<file path="config.mk">
export PLATFORM = sky130hd
export DESIGN_NAME = nvm_sequencer
export DESIGN_NICKNAME = d
export VERILOG_FILES = /design/src/design/nvm_sequencer.v
export VERILOG_INCLUDE_DIRS = /design/src /design/src/design
export SDC_FILE = /design/constraint.sdc
export NUM_CORES = 1
export LEC_CHECK = 0
export BUFFER_PORTS_ARGS = -buffer_cell sky130_fd_sc_hd__buf_2
export CAP_MARGIN = 10
export CORE_MARGIN = 5
export CORE_UTILIZATION = 55
export DETAILED_ROUTE_END_ITERATION = 7
export GPL_ROUTABILITY_DRIVEN = 0
export PLACE_DENSITY = 0.8
export SYNTH_ARGS = -nofsm -noshare
export SYNTH_HDL_FRONTEND = slang
export SYNTH_SLANG_ARGS = --single-unit
</file>
<file path="constraint.sdc">
create_clock -name aclk -period 3.3 [get_ports aclk]
set_clock_uncertainty 0.05 [all_clocks]
set_input_delay 0.33 -clock aclk [delete_from_list [all_inputs] [get_ports aclk]]
set_output_delay 0.33 -clock aclk [all_outputs]
set_load 0.01 [all_outputs]
</file>
<file path="src/design/nvm_seq_regs.vh">
// register offsets, field positions, reset values and codes of the nvm command sequencer
`ifndef NVM_SEQ_REGS_VH
`define NVM_SEQ_REGS_VH

// ----------------------------------------------------------------
// register byte offsets
// ----------------------------------------------------------------
`define OFS_STATUS      8'h00
`define OFS_INDEX       8'h04
`define OFS_BUFFER      8'h08
`define OFS_MODE        8'h0C
`define OFS_PROTECT     8'h10
`define OFS_SECURITY    8'h14

// ----------------------------------------------------------------
// status register fields
// ----------------------------------------------------------------
`define ST_DONE         7
`define ST_ACCESS       5
`define ST_PROTER       4
`define ST_VERR         1
`define ST_VUNC         0

// ----------------------------------------------------------------
// mode and protect register fields
// ----------------------------------------------------------------
`define MODE_PGM_ONCE   0
`define MODE_ERS_ALL    1
`define MODE_ERS_BLK    2
`define MODE_ERS_SECT   3
`define PROT_FLASH_ANY  0
`define PROT_EEP_ANY    1
`define PROT_SECT_EN    2
`define PROT_BOUND_HI   15
`define PROT_BOUND_LO   8

// ----------------------------------------------------------------
// reset values
// ----------------------------------------------------------------
`define MODE_RESET      4'hF
`define PROTECT_RESET   16'h0000
`define SECURE_RESET    1'b1

// ----------------------------------------------------------------
// command opcodes and launch index
// ----------------------------------------------------------------
`define OPC_PGM_ONCE    8'h07
`define OPC_ERS_ALL     8'h08
`define OPC_ERS_BLK     8'h09
`define OPC_ERS_SECT    8'h0A
`define IDX_PGM_ONCE    3'h5
`define IDX_ERS_ALL     3'h0
`define IDX_ERS_ADDR    3'h1
`define PHRASE_MAX      16'h0007
`define ERASED_PHRASE   64'hFFFFFFFFFFFFFFFF

// ----------------------------------------------------------------
// array operation codes
// ----------------------------------------------------------------
`define AOP_READ_OTP    3'h0
`define AOP_PGM_OTP     3'h1
`define AOP_ERS_ALL     3'h2
`define AOP_ERS_BLK     3'h3
`define AOP_ERS_SECT    3'h4
`define AOP_VFY_ALL     3'h5
`define AOP_VFY_BLK     3'h6
`define AOP_VFY_SECT    3'h7

// ----------------------------------------------------------------
// bus responses
// ----------------------------------------------------------------
`define RESP_OKAY       2'h0
`define RESP_SLVERR     2'h2

`endif

</file>
<file path="src/design/nvm_sequencer.v">
// nvm command sequencer: program once and erase commands behind an axi4-lite slave
//
// Operation
// - program once: opcode 07, index five at launch
// - phrase index above seven gives access error
// - blank check, then program, then read-back verify
// - complete flag low until program and verify end
// - already programmed phrase refused with access error
// - all-ones programmed phrase may be programmed again
// - array reads invalid during program once; no violation
// - verify errors set verify and uncorrectable flags
// - erase all: opcode 08, index zero at launch
// - erase all then verify; success releases security
// - erase all refused if any area protected
// - erase block: opcode 09, index one, bit 23
// - bad upper byte access error; protected block violation
// - erase sector: opcode 0A, whole sector erased, verified
// - erase sector misaligned address gives access error
// - protected sector gives violation, no erase
// - command not allowed in mode gives access error
// - clearing complete flag launches; set when finished
`include "nvm_seq_regs.vh"

module nvm_sequencer #(
  parameter [7:0] FLASH_UPPER = 8'h00,  // valid upper address byte of flash block
  parameter [7:0] EEP_UPPER   = 8'h80,  // valid upper address byte of eeprom block
  parameter       SECT_BITS   = 9       // one less than log2 of sector size in bytes
) (
  input  wire        aclk,             // system clock
  input  wire        aresetn,          // synchronous reset, active low
  input  wire [7:0]  s_axi_awaddr,     // write address
  input  wire [2:0]  s_axi_awprot,     // write protection type, unused
  input  wire        s_axi_awvalid,    // write address valid
  output wire        s_axi_awready,    // write address ready
  input  wire [31:0] s_axi_wdata,      // write data
  input  wire [3:0]  s_axi_wstrb,      // write byte strobes
  input  wire        s_axi_wvalid,     // write data valid
  output wire        s_axi_wready,     // write data ready
  output reg  [1:0]  s_axi_bresp,      // write response
  output reg         s_axi_bvalid,     // write response valid
  input  wire        s_axi_bready,     // write response ready
  input  wire [7:0]  s_axi_araddr,     // read address
  input  wire [2:0]  s_axi_arprot,     // read protection type, unused
  input  wire        s_axi_arvalid,    // read address valid
  output wire        s_axi_arready,    // read address ready
  output reg  [31:0] s_axi_rdata,      // read data
  output reg  [1:0]  s_axi_rresp,      // read response
  output reg         s_axi_rvalid,     // read data valid
  input  wire        s_axi_rready,     // read data ready
  output reg         array_req,        // one-cycle array operation request
  output reg  [2:0]  array_op,         // array operation code
  output reg  [23:0] array_addr,       // global address or phrase index
  output reg  [63:0] array_wdata,      // phrase to program
  input  wire        array_done,       // one-cycle array operation done
  input  wire [63:0] array_rdata,      // phrase read back
  input  wire        array_err,        // error seen during verify
  input  wire        array_uncorr,     // non-correctable error seen during verify
  output reg         read_invalid,     // array reads return invalid data
  output reg         secured           // device security state
);

  // ----------------------------------------------------------------
  // states
  // ----------------------------------------------------------------
  localparam [2:0] S_IDLE   = 3'h0;  // waiting for launch
  localparam [2:0] S_CHECK  = 3'h1;  // launch checks
  localparam [2:0] S_BLANK  = 3'h2;  // phrase blank check
  localparam [2:0] S_PGM    = 3'h3;  // phrase program
  localparam [2:0] S_RDBACK = 3'h4;  // phrase read back
  localparam [2:0] S_ERASE  = 3'h5;  // erase in progress
  localparam [2:0] S_EVFY   = 3'h6;  // erase verify

  // ----------------------------------------------------------------
  // registers
  // ----------------------------------------------------------------
  reg  [15:0] cmd_buf [0:5];          // command_buffer slots
  reg  [2:0]  command_buffer_index;   // slot selector
  reg         command_complete_flag;  // idle when high
  reg         access_error_flag;      // access error, write one to clear
  reg         protection_violation_flag; // protection error, write one to clear
  reg         verify_error_flag;      // error during verify
  reg         verify_uncorrectable_flag; // non-correctable error during verify
  reg  [3:0]  mode_reg;               // commands allowed in current mode
  reg  [15:0] protect_reg;            // protection setup
  reg  [2:0]  state_reg;              // sequencer state
  reg         aw_held;                // write address captured
  reg         w_held;                 // write data captured
  reg  [7:0]  aw_addr_reg;            // captured write address
  reg  [31:0] w_data_reg;             // captured write data
  reg  [3:0]  w_strb_reg;             // captured strobes

  // command fields
  wire [7:0]  opcode    = cmd_buf[0][15:8];           // command code
  wire [23:0] gaddr     = {cmd_buf[0][7:0], cmd_buf[1]}; // global address
  wire        upper_ok  = (gaddr[23:16] == FLASH_UPPER) |
                          (gaddr[23:16] == EEP_UPPER);  // valid block byte
  wire        eep_sel   = gaddr[23];                  // eeprom block chosen
  wire [7:0]  sect_num  = {2'b00, gaddr[15:SECT_BITS+1]}; // flash sector number
  wire        sect_prot = protect_reg[`PROT_SECT_EN] &
                          (sect_num >= protect_reg[`PROT_BOUND_HI:`PROT_BOUND_LO]);
  wire [63:0] pgm_data  = {cmd_buf[2], cmd_buf[3], cmd_buf[4], cmd_buf[5]};

  // ----------------------------------------------------------------
  // axi4-lite write channel
  // ----------------------------------------------------------------
  assign s_axi_awready = ~aw_held & ~s_axi_bvalid;
  assign s_axi_wready  = ~w_held & ~s_axi_bvalid;
  wire do_write = aw_held & w_held & ~s_axi_bvalid;  // both halves present
  wire wr_status = do_write & (aw_addr_reg == `OFS_STATUS);
  wire wr_map = (aw_addr_reg == `OFS_STATUS) | (aw_addr_reg == `OFS_INDEX) |
                (aw_addr_reg == `OFS_BUFFER) | (aw_addr_reg == `OFS_MODE) |
                (aw_addr_reg == `OFS_PROTECT) | (aw_addr_reg == `OFS_SECURITY);
  // launch: a one written to the set complete flag
  wire launch = wr_status & w_strb_reg[0] & w_data_reg[`ST_DONE] &
                command_complete_flag;
  wire clr_acc = wr_status & w_strb_reg[0] & w_data_reg[`ST_ACCESS];
  wire clr_pv  = wr_status & w_strb_reg[0] & w_data_reg[`ST_PROTER];
  // setup writes only honoured while idle
  wire wr_cfg  = do_write & command_complete_flag;

  // capture address, data and answer
  always @(posedge aclk) begin
    if (!aresetn) begin
      aw_held      <= 1'b0;
      w_held       <= 1'b0;
      aw_addr_reg  <= 8'h00;
      w_data_reg   <= 32'h00000000;
      w_strb_reg   <= 4'h0;
      s_axi_bvalid <= 1'b0;
      s_axi_bresp  <= `RESP_OKAY;
    end else begin
      if (s_axi_awvalid & s_axi_awready) begin  // address taken
        aw_held     <= 1'b1;
        aw_addr_reg <= s_axi_awaddr;
      end
      if (s_axi_wvalid & s_axi_wready) begin    // data taken
        w_held     <= 1'b1;
        w_data_reg <= s_axi_wdata;
        w_strb_reg <= s_axi_wstrb;
      end
      if (do_write) begin                        // perform and answer
        aw_held      <= 1'b0;
        w_held       <= 1'b0;
        s_axi_bvalid <= 1'b1;
        s_axi_bresp  <= wr_map ? `RESP_OKAY : `RESP_SLVERR;
      end else if (s_axi_bready) begin
        s_axi_bvalid <= 1'b0;
      end
    end
  end

  // ----------------------------------------------------------------
  // setup registers and command buffer
  // ----------------------------------------------------------------
  genvar gi;
  generate
    for (gi = 0; gi < 6; gi = gi + 1) begin : g_slot
      // one slot per index, byte lanes honoured
      always @(posedge aclk) begin
        if (!aresetn) begin
          cmd_buf[gi] <= 16'h0000;
        end else if (wr_cfg && aw_addr_reg == `OFS_BUFFER &&
                     command_buffer_index == gi) begin
          if (w_strb_reg[0]) cmd_buf[gi][7:0]  <= w_data_reg[7:0];
          if (w_strb_reg[1]) cmd_buf[gi][15:8] <= w_data_reg[15:8];
        end
      end
    end
  endgenerate

  // index, mode and protection setup
  always @(posedge aclk) begin
    if (!aresetn) begin
      command_buffer_index <= 3'h0;
      mode_reg             <= `MODE_RESET;
      protect_reg          <= `PROTECT_RESET;
    end else if (wr_cfg) begin
      if (aw_addr_reg == `OFS_INDEX && w_strb_reg[0])
        command_buffer_index <= w_data_reg[2:0];
      if (aw_addr_reg == `OFS_MODE && w_strb_reg[0])
        mode_reg <= w_data_reg[3:0];
      if (aw_addr_reg == `OFS_PROTECT) begin
        if (w_strb_reg[0]) protect_reg[7:0]  <= w_data_reg[7:0];
        if (w_strb_reg[1]) protect_reg[15:8] <= w_data_reg[15:8];
      end
    end
  end

  // ----------------------------------------------------------------
  // axi4-lite read channel
  // ----------------------------------------------------------------
  assign s_axi_arready = ~s_axi_rvalid;
  reg [31:0] rd_mux;  // selected register
  reg        rd_hit;  // address mapped

  // read data select
  always @* begin
    rd_hit = 1'b1;
    case (s_axi_araddr)
      `OFS_STATUS:   rd_mux = {24'h000000, command_complete_flag, 1'b0,
                               access_error_flag, protection_violation_flag, 2'b00,
                               verify_error_flag, verify_uncorrectable_flag};
      `OFS_INDEX:    rd_mux = {29'h00000000, command_buffer_index};
      `OFS_BUFFER:   rd_mux = (command_buffer_index < 3'h6) ?
                              {16'h0000, cmd_buf[command_buffer_index]} : 32'h00000000;
      `OFS_MODE:     rd_mux = {28'h0000000, mode_reg};
      `OFS_PROTECT:  rd_mux = {16'h0000, protect_reg};
      `OFS_SECURITY: rd_mux = {31'h00000000, secured};
      default: begin
        rd_mux = 32'h00000000;
        rd_hit = 1'b0;
      end
    endcase
  end

  // read answer one cycle after the address is taken
  always @(posedge aclk) begin
    if (!aresetn) begin
      s_axi_rvalid <= 1'b0;
      s_axi_rdata  <= 32'h00000000;
      s_axi_rresp  <= `RESP_OKAY;
    end else if (s_axi_arvalid & s_axi_arready) begin
      s_axi_rvalid <= 1'b1;
      s_axi_rdata  <= rd_mux;
      s_axi_rresp  <= rd_hit ? `RESP_OKAY : `RESP_SLVERR;
    end else if (s_axi_rready) begin
      s_axi_rvalid <= 1'b0;
    end
  end

  // ----------------------------------------------------------------
  // launch checks
  // ----------------------------------------------------------------
  reg chk_acc;  // access error found at launch
  reg chk_pv;   // protection violation found at launch

  // per command parameter, mode and protection checks
  always @* begin
    chk_acc = 1'b0;
    chk_pv  = 1'b0;
    case (opcode)
      `OPC_PGM_ONCE: begin
        chk_acc = (command_buffer_index != `IDX_PGM_ONCE) |
                  ~mode_reg[`MODE_PGM_ONCE] |
                  (cmd_buf[1] > `PHRASE_MAX);
      end                                                           // never a violation
      `OPC_ERS_ALL: begin
        chk_acc = (command_buffer_index != `IDX_ERS_ALL) |
                  ~mode_reg[`MODE_ERS_ALL];
        chk_pv  = protect_reg[`PROT_FLASH_ANY] | protect_reg[`PROT_EEP_ANY] |
                  protect_reg[`PROT_SECT_EN];
      end
      `OPC_ERS_BLK: begin
        chk_acc = (command_buffer_index != `IDX_ERS_ADDR) |
                  ~mode_reg[`MODE_ERS_BLK] | ~upper_ok;
        chk_pv  = eep_sel ? protect_reg[`PROT_EEP_ANY] :
                  (protect_reg[`PROT_FLASH_ANY] | protect_reg[`PROT_SECT_EN]);
      end
      `OPC_ERS_SECT: begin
        chk_acc = (command_buffer_index != `IDX_ERS_ADDR) |
                  ~mode_reg[`MODE_ERS_SECT] | ~upper_ok |
                  (gaddr[1:0] != 2'b00);
        chk_pv  = eep_sel ? protect_reg[`PROT_EEP_ANY] :
                  (protect_reg[`PROT_FLASH_ANY] | sect_prot);
      end
      default: chk_acc = 1'b1;  // command outside this sequencer
    endcase
  end

  // ----------------------------------------------------------------
  // sequencer
  // ----------------------------------------------------------------
  wire blank_ok   = (array_rdata == `ERASED_PHRASE);
  wire rdback_bad = (array_rdata != pgm_data) | array_err;

  // array handshake and status flags
  always @(posedge aclk) begin
    if (!aresetn) begin
      state_reg                 <= S_IDLE;
      command_complete_flag     <= 1'b1;
      access_error_flag         <= 1'b0;
      protection_violation_flag <= 1'b0;
      verify_error_flag         <= 1'b0;
      verify_uncorrectable_flag <= 1'b0;
      array_req                 <= 1'b0;
      array_op                  <= `AOP_READ_OTP;
      array_addr                <= 24'h000000;
      array_wdata               <= 64'h0000000000000000;
      read_invalid              <= 1'b0;
      secured                   <= `SECURE_RESET;
    end else begin
      array_req <= 1'b0;
      // software clears access and violation flags; a set below wins
      if (clr_acc) access_error_flag <= 1'b0;
      if (clr_pv)  protection_violation_flag <= 1'b0;
      case (state_reg)
        S_IDLE: begin
          if (launch) begin
            command_complete_flag     <= 1'b0;
            verify_error_flag         <= 1'b0;
            verify_uncorrectable_flag <= 1'b0;
            state_reg                 <= S_CHECK;
          end
        end
        S_CHECK: begin
          if (chk_acc | chk_pv) begin
            if (chk_acc) access_error_flag <= 1'b1;
            else protection_violation_flag <= 1'b1;
            command_complete_flag <= 1'b1;
            state_reg             <= S_IDLE;
          end else begin
            array_req  <= 1'b1;
            array_addr <= gaddr;
            case (opcode)
              `OPC_PGM_ONCE: begin
                array_op     <= `AOP_READ_OTP;
                array_addr   <= {8'h00, cmd_buf[1]};
                read_invalid <= 1'b1;
                state_reg    <= S_BLANK;
              end
              `OPC_ERS_ALL: begin
                array_op  <= `AOP_ERS_ALL;
                state_reg <= S_ERASE;
              end
              `OPC_ERS_BLK: begin
                array_op  <= `AOP_ERS_BLK;
                state_reg <= S_ERASE;
              end
              default: begin
                array_op  <= `AOP_ERS_SECT;
                state_reg <= S_ERASE;
              end
            endcase
          end
        end
        S_BLANK: begin
          if (array_done) begin
            if (blank_ok) begin
              array_req   <= 1'b1;
              array_op    <= `AOP_PGM_OTP;
              array_wdata <= pgm_data;
              state_reg   <= S_PGM;
            end else begin
              access_error_flag     <= 1'b1;
              read_invalid          <= 1'b0;
              command_complete_flag <= 1'b1;
              state_reg             <= S_IDLE;
            end
          end
        end
        S_PGM: begin
          if (array_done) begin
            array_req <= 1'b1;
            array_op  <= `AOP_READ_OTP;
            state_reg <= S_RDBACK;
          end
        end
        S_RDBACK: begin
          if (array_done) begin
            if (rdback_bad) verify_error_flag <= 1'b1;
            if (array_uncorr) verify_uncorrectable_flag <= 1'b1;
            read_invalid          <= 1'b0;
            command_complete_flag <= 1'b1;
            state_reg             <= S_IDLE;
          end
        end
        S_ERASE: begin
          if (array_done) begin
            array_req <= 1'b1;
            array_op  <= (opcode == `OPC_ERS_ALL) ? `AOP_VFY_ALL :
                         (opcode == `OPC_ERS_BLK) ? `AOP_VFY_BLK : `AOP_VFY_SECT;
            state_reg <= S_EVFY;
          end
        end
        S_EVFY: begin
          if (array_done) begin
            if (array_err) verify_error_flag <= 1'b1;
            if (array_uncorr) verify_uncorrectable_flag <= 1'b1;
            if (opcode == `OPC_ERS_ALL && !array_err && !array_uncorr)
              secured <= 1'b0;
            command_complete_flag <= 1'b1;
            state_reg             <= S_IDLE;
          end
        end
        default: state_reg <= S_IDLE;
      endcase
    end
  end

endmodule // nvm_sequencer

</file>
Word-level counts from Yosys, hierarchy flattened
Memories as Yosys holds them, arrays and structs flattened. A register that Yosys moved wholly into a read port is not among the register bits. Cells that the tools add are included.

Order comparisons: 3. Eq/ne operators: 45. Muxes and demuxes: 119. Bitwise gates (word level): 58. Reductions and logical operators: 44.

Operator list (number): $mux 8 (12); $pmux 16 s6 (1); $mux 1 (76); $eq 64x64->1 const B (1); $ne 64x64->1 (1); $eq 8x4->1 const B (7); $mux 3 (13); $eq 8x5->1 const B (4); $or 1x1->1 (32); $ne 2x2->1 const B (13); $eq 8x3->1 const B (3); $logic_not 8->1 (3); $mux 24 (1); $reduce_and 6->1 (4); $pmux 3 s6 (1); $gt 16x3->1 const B (1); $mux 16 (1); $and 1x1->1 (15); $eq 3x3->1 const B (5); $eq 3x2->1 const B (4); $pmux 1 s3 (4); $pmux 3 s4 (1); $reduce_and 3->1 (4); $logic_and 1x1->1 (11); 22 further kinds (51).

Bits in registers: 191. Memory bits (writable): 96. Input port bits: 132. Output and inout bits: 135. Word-level logic and storage cells: 296. Memories: 1.

Memories: cmd_buf (depth 6, bits a word 16, rd ports 7, clocked after Yosys merged registers in 1, wr ports 6, RTL line nvm_sequencer.v:76) `reg [15:0] cmd_buf [0:5];`.

Longest topological paths before layout
Gate-level depths: netlist of the first run. An unclocked memory read counts as a cell.

Word-level depth: 10. Gate-level depth with buffers: 11. Gate-level depth less buffers: 9.

Worst setup path before layout of the first run
No wires, ideal clock.

Kind: register to register. Start point: reg aw_addr_reg[1]. End point: mem cmd_buf[3][0] (enable). Setup time: 0.384 ns. Arrival: 2.287 ns. Required time: 2.866 ns. Setup slack: 0.579 ns. Stages on the path, launching flop included: 7. Path buffers: 0. Clock period less this slack: 2.721 ns. Path through: dfxtp_1 or4_1 nor3_1 nor4bb_1 nor2b_1 nand3_1 o21ai_0.

RTL lines: from (decl) (RTL line nvm_sequencer.v:88) `reg [7:0] aw_addr_reg;`; from (signal assigned) (RTL line nvm_sequencer.v:134) `aw_addr_reg <= s_axi_awaddr;`; to (decl) (RTL line nvm_sequencer.v:76).

==> results by group, run 1 <==
Clock network
  – Clk sink count: around 270
  – CTS tree: built
  – Clock Latency Late Sink: 540 ps
  – H-tree Lvls: 1
  – Clock tree root driver cell: clkbuf_16
  – Clock Pin Slew Worst Setup and Hold Paths: 60 ps
  – Num CTS Buffers: 27
  – Clock buffer depth: 3
  – Post-CTS Resized: 0

Final layout
  – Cell area after layout: 15,100 um2
  – # fillers: 1,735
  – Nets: 1,697
  – Share of cells above drive strength 1: 0.216
  – Ant. Diodes: 0
  – Layout area overhead: 19.9%
  – Biggest regs: cmd_buf (96), array_wdata (64), array_addr (24)
  – Top reg by flops: cmd_buf
  – Largest register FFs: 96

Drt
  – Total Wirelength: 40,800 um
  – WL per Instance: 21.9 um
  – Iteration-0 DRC Markers: 1,526
  – Via density: 5.96
  – DRT Pass-1 Iters: 6
  – Remaining DRCs: 0
  – Via count: 11,100
  – ANT nets after route: 0

Power
  – Pleak: around 0.0057 uW
  – PwrDens: 471 nW/um2
  – Maximum VDD drop: 0.418 mV
  – Switching power: 1690 uW
  – Combinational power share: 0.062
  – Sequential share of power: 0.519
  – Internal power: ~5400 uW
  – Clock power frac: 0.419
  – Sw Share: 0.238
  – Overall power: 7090 uW

Floorplan
  – Io pins: 267
  – Die X: around 160 um
  – Die Area: 26,000 um2
  – Die Y: 161 um
  – Core area: 22,600 um2
  – Initial Util: 0.557
  – Row Count: 55

Timing
  – Fin. Hold Viols: 0
  – Final setup fails: 0
  – Rel. slew slack: 0.409
  – Min Tclk post-route: 2850 ps
  – Fmax: 351 MHz
  – Final Max Tran Viols: 0
  – Worst slew pin tran: 886 ps
  – RSZ-0062 raised after global routing: false
  – Final worst path period share: 0.864
  – Setup tns final: 0 ps

Setup path
  – Worst R2R Start: cmd_buf[0][0]
  – CP required: 3660 ps
  – Reg2Reg Depth: 8
  – CP Launch Type: register
  – Top Family by Delay on Critical Path: simple AND/OR/NAND/NOR gates
  – Slowest stage delay, CP: between 400 and 500 ps
  – Slowest CP cell: edfxtp_1
  – Crit path arrival time: about 3200 ps
  – Reg2reg end: array_addr[0]
  – Worst Setup End Kind: register
  – Buf+Inv Stages, Crit Path: 1
  – Critical path type: register to register
  – R2r setup slk: 450 ps
  – Max Fanout on Critical Path: 16
  – Critical Path, Cell by Cell: nor4_1, nand3_1, nor4b_1, o211ai_2, a2111oi_4, buf_12, mux2i_1, nor2_1

Synth
  – Post-synth ARST share: 0
  – Number of enable flip-flop cells after synthesis: 96
  – Ys Warns: 0
  – Synth Register Bits: 272
  – Register area share after synthesis: 0.510
  – Gate Count Post-Synth: 1,321
  – Library cells used by synthesis: 55
  – Mapped cell area: roughly 13,000 um2
  – Mean post-synth cell area: around 9.5 um2
  – Dominant synthesized flop cell: dfxtp_1

Global route
  – Vias in the first global route: between 10,000 and 15,000
  – First-pass GRT wire length: 61,200 um
  – GR Overflow Total: 0
  – Largest net degree at the start of global routing: slightly above 80
  – Antenna violations before repair: 0
  – Total GRT Usage: 0.302

Run status
  – Status: complete, no violations

Min path
  – Worst hold stages: 3
  – Hold Startpoint: s_axi_wdata[8]
  – Worst Hold End: w_data_reg[8]
  – Hold Crit Class: input pin to register

Run
  – Max_cap viols: 0

Placement
  – Placed inst area: around 14,000 um2
  – Detailed-placement wirelength estimate: 29,600 um
  – Number of port buffers: 224
placed cells by master, fill, tap and decap left out, types with 7 or more instances in the layout:
master         netlist  layout
mux4_2              16      16
nand2b_1             7       7
nand3_1             24      24
mux2_2              18      18
dfxtp_1            176     176
o21ai_0             28      28
a22o_1               9       9
inv_1               15      14
nor3_1              11      10
nand2_1            272     272
a211oi_1            10      10
nor2_1              74      74
conb_1               1      18
xnor2_1             64      64
edfxtp_1            96      96
nand4_1             35      35
clkbuf_16            0      27
and2_1             102     102
buf_2                5     224
nor4_1              15      15
buf_4               18      26
dlygate4sd3_1        0      25
mux2i_1             44      44
a21oi_1            146     146
nor2b_1              8       8
cell type report:
type	count	area [um2]	share of cell area
Tap cell	285	357	0.0237
Clock inverter	15	114	0.00756
Timing Repair Buffer	278	1630	0.108
Inverter	15	58.8	0.00390
Clock buffer	35	747	0.0496
Multi-Input combinational cell	965	5760	0.382
Sequential cell	272	6410	0.425
synthesized netlist by cell type (all sizes together), types with 18 or more instances:
master / n / area [um2]
a21oi: 146 / 731
and2: 102 / 638
buf: 29 / 214
clkbuf: 57 / 214
dfxtp: 176 / 3520
edfxtp: 96 / 2880
mux2: 18 / 203
mux2i: 44 / 440
nand2: 272 / 1020
nand3: 24 / 120
nand4: 35 / 219
nor2: 74 / 278
o21ai: 28 / 140
xnor2: 64 / 561
worst max-delay path by stage:
stage | startpoint | end | slack (ps) | depth (start not counted)
2_1_floorplan | aw_addr_reg[1] | cmd_buf[3][0] | 580 | 6
3_3_place_gp | cmd_buf[0][0] | state_reg[0] | 610 | 8
3_5_place_dp | cmd_buf[0][12] | array_addr[0] | 540 | 8
4_1_cts | cmd_buf[0][0] | array_addr[0] | 500 | 8
5_1_grt | aw_addr_reg[1] | cmd_buf[3][6] | 350 | 8
6_report | cmd_buf[0][0] | array_addr[0] | 450 | 8
power groups by stage:
stage	sequential, uW	combinational (uW)	clock [uW]
floorplan	3660	265	0
global placement	3740	400	0
detailed placement	3740	409	0
CTS	3670	434	2990
global route	3680	477	3150
finish	3680	443	2970
metrics by stage:
step	utilization	hold slack (ps)	instances	setup slack, ps
after floorplan	-	380	1338	579
after global placement	0.618	385	1790	609
after detailed placement	0.618	390	1790	538
after CTS	0.667	3.15	1865	499
after global routing	0.667	18.0	1865	350
final	0.667	18.7	1865	448
metal layers:
| metal | vias up | part of all wire | track usage |
|---|---|---|---|
| met5 | - | 0 | 0 |
| li1 | 5049 | - | - |
| met4 | 0 | 0.068 | 0.159 |
| met2 | 804 | 0.44 | 0.465 |
| met1 | 5044 | 0.36 | 0.403 |
| met3 | 210 | 0.13 | 0.0663 |
cells by family after synthesis:
family,share of synthesized area
AO/OA/AOI/OAI,0.107
XOR/XNOR,0.0446
adder cells (fa/ha/maj),0.00597
buffers and inverters,0.0385
flip-flops,0.510
multiplexers,0.0799
other,0.000298
AND/OR/NAND/NOR,0.214
what timing repair did:
| action | CTS | global route |
|---|---|---|
| hold endpoints to repair | 25 | 0 |
| setup buffers | 0 | 0 |
| hold buffers | 25 | 0 |
tightest hold or removal path, stage by stage:
cell     delay [ps]
buf_2           100
nand2_1          60
a21oi_1          60
Power figures use the tool's default switching activity.
==> run 2: changes to the inputs <==
--- a/config.mk
+++ b/config.mk
@@ -13,6 +13,7 @@
 export DETAILED_ROUTE_END_ITERATION = 7
 export GPL_ROUTABILITY_DRIVEN = 0
 export PLACE_DENSITY = 0.8
+export REMOVE_ABC_BUFFERS = 1
 export SYNTH_ARGS = -nofsm -noshare
 export SYNTH_HDL_FRONTEND = slang
 export SYNTH_SLANG_ARGS = --single-unit
==> run 2 against run 1 <==
Effect of this change:
- die area stayed put
- flip-flop and latch count stayed put
- maximum frequency is 2.3% lower
- critical path depth is 1 lower
- first-iteration DRC count is 12% lower
- clock power is 1% lower
- worst setup slack worse by 66 ps
- largest cell class unchanged
- sequential share of layout area is 0.25 points higher
- global-route usage is 1.3 points lower
- combinational power is 0.9% higher
==> results by group, run 2 (synthesized netlist as in run 1, its figures left out) <==
Setup path
  – CP Launch Type: register
  – R2r setup slk: 380 ps
  – Critical Path, Cell by Cell: nor4_1, nand2_1, o32ai_2, o211ai_2, a2111o_1, o21ai_0, nor3b_1
  – Slowest CP cell: a2111o_1
  – WP depth: 7
  – Slowest stage delay, CP: 630 ps
  – Buf+Inv Stages, Crit Path: 0
  – Top Family by Delay on Critical Path: compound AO/OA/AOI/OAI gates
  – Worst R2R Start: cmd_buf[1][11]
  – Crit path arrival time: 3320 ps
  – Critical path type: register to register
  – Reg2Reg Depth: 7
  – CP required: 3700 ps
  – Worst Setup End Kind: register
  – Max Fanout on Critical Path: 12
  – Reg2reg end: state_reg[1]

Clock network
  – Num CTS Buffers: 27
  – Clock buffer depth: 3
  – Post-CTS Resized: 0
  – Clock tree root driver cell: clkbuf_16
  – Clock Pin Slew Worst Setup and Hold Paths: approximately 60 ps
  – H-tree Lvls: 1
  – CTS tree: built
  – Clock Latency Late Sink: 530 ps
  – Clk sink count: 272

Global route
  – Total GRT Usage: 0.290
  – Largest net degree at the start of global routing: 77
  – Vias in the first global route: 10,500
  – GR Overflow Total: 0
  – Antenna violations before repair: 0
  – First-pass GRT wire length: 59,500 um

Power
  – Switching power: 1640 uW
  – PwrDens: 469 nW/um2
  – Combinational power share: 0.064
  – Sequential share of power: 0.520
  – Sw Share: 0.233
  – Maximum VDD drop: between 0.3 and 0.4 mV
  – Clock power frac: 0.417
  – Pleak: 0.00569 uW
  – Internal power: between 5000 and 6000 uW

Timing
  – Min Tclk post-route: around 2900 ps
  – Fmax: about 340 MHz
  – Rel. slew slack: 0.405
  – Fin. Hold Viols: 0
  – Final worst path period share: 0.884
  – RSZ-0062 raised after global routing: false
  – Final Max Tran Viols: 0
  – Final setup fails: 0
  – Setup tns final: 0 ps
  – Worst slew pin tran: 891 ps

Placement
  – Detailed-placement wirelength estimate: 29,100 um
  – DP Cell Count: 1,790
  – Number of port buffers: 224

Drt
  – Remaining DRCs: 0
  – ANT nets after route: 0
  – Via density: 5.95
  – Via count: around 11,000
  – WL per Instance: 21.0 um
  – DRT Pass-1 Iters: 6
  – Iteration-0 DRC Markers: 1,343
  – Total Wirelength: 38,900 um

Min path
  – Worst hold stages: 3
  – Hold Crit Class: input pin to register
  – Worst Hold End: w_data_reg[5]
  – Hold Startpoint: s_axi_wdata[5]

Final layout
  – Layout area overhead: 19.2%
  – Share of cells above drive strength 1: 0.211
  – Commonest non-fill, non-tap cell in the layout: nand2_1
  – Nets: about 1,700
  – Commonest cells after routing, fill and taps aside: nand2_1, buf_2, dfxtp_1
  – Ant. Diodes: 0
  – Top reg by flops: cmd_buf
  – End-of-flow core utilization: 0.664
  – Fin cells: about 1,900
  – Largest register FFs: 96
  – Biggest regs: cmd_buf (96), array_wdata (64), array_addr (24)

Floorplan
  – Initial Util: 0.557
  – Core area: 22,600 um2
  – Die Area: 26,000 um2
  – Die Y: approximately 160 um
  – Io pins: roughly 270
  – Die X: 161 um
  – Row Count: 55

Run status
  – Status: complete, no violations

Run
  – Max_cap viols: 0
## run 2: how the worst max path moves through the flow
stage                     from              to  slack [ps]
2_1_floorplan  array_rdata[63]  array_wdata[0]       -1340
3_3_place_gp    cmd_buf[0][12]    state_reg[1]         510
3_5_place_dp    cmd_buf[0][12]    state_reg[1]         450
4_1_cts         cmd_buf[0][12]    state_reg[1]         430
5_1_grt         cmd_buf[0][12]    state_reg[1]         250
6_report        cmd_buf[1][11]    state_reg[1]         380
## run 2: routing by layer
layer	vias up	wire [um]	global-route usage
met1	5163	14700	0.389
li1	5040	-	-
met5	-	0	0
met4	0	1710	0.118
met2	723	17900	0.464
met3	128	4590	0.0564
## run 2: area by class of cell
class	instances	area (um2)
clock buffers	40	764
clock inverters	9	65.1
fillers	1778	7590
inverters	15	58.8
multi-input cells	965	5760
flip-flops and latches	272	6410
well taps	285	357
repair buffers	271	1570
## run 2: power groups by stage
stage / Combinational, uW / Clock [uW] / Sequential (uW)
after floorplan: 228 / 0 / 3660
after global placement: 412 / 0 / 3720
after detailed placement: 419 / 0 / 3720
after CTS: 438 / 2940 / 3650
after global routing: 481 / 3090 / 3660
final: 447 / 2930 / 3650
## run 2: metrics by stage
stage | worst slack, ps | area (um2) | hold WS, ps | total power (uW)
5_1_grt | 254 | 15000 | 19.2 | 7230
2_1_floorplan | -1340 | 12200 | 342 | 3890
4_1_cts | 431 | 15000 | 6.86 | 7030
3_5_place_dp | 446 | 14000 | 390 | 4140
3_3_place_gp | 506 | 14000 | 385 | 4130
6_report | 382 | 15000 | 16.9 | 7030
## run 2: repair_timing
action                     4_1_cts  5_1_grt
buffers inserted                 0        0
hold buffers                    18        0
hold endpoints to repair        18        0
setup endpoints to repair        0        0
## run 2: worst min-delay path, stage by stage
cell and delay (ps):
buf_2 100, nand2_1 60, a21oi_1 60
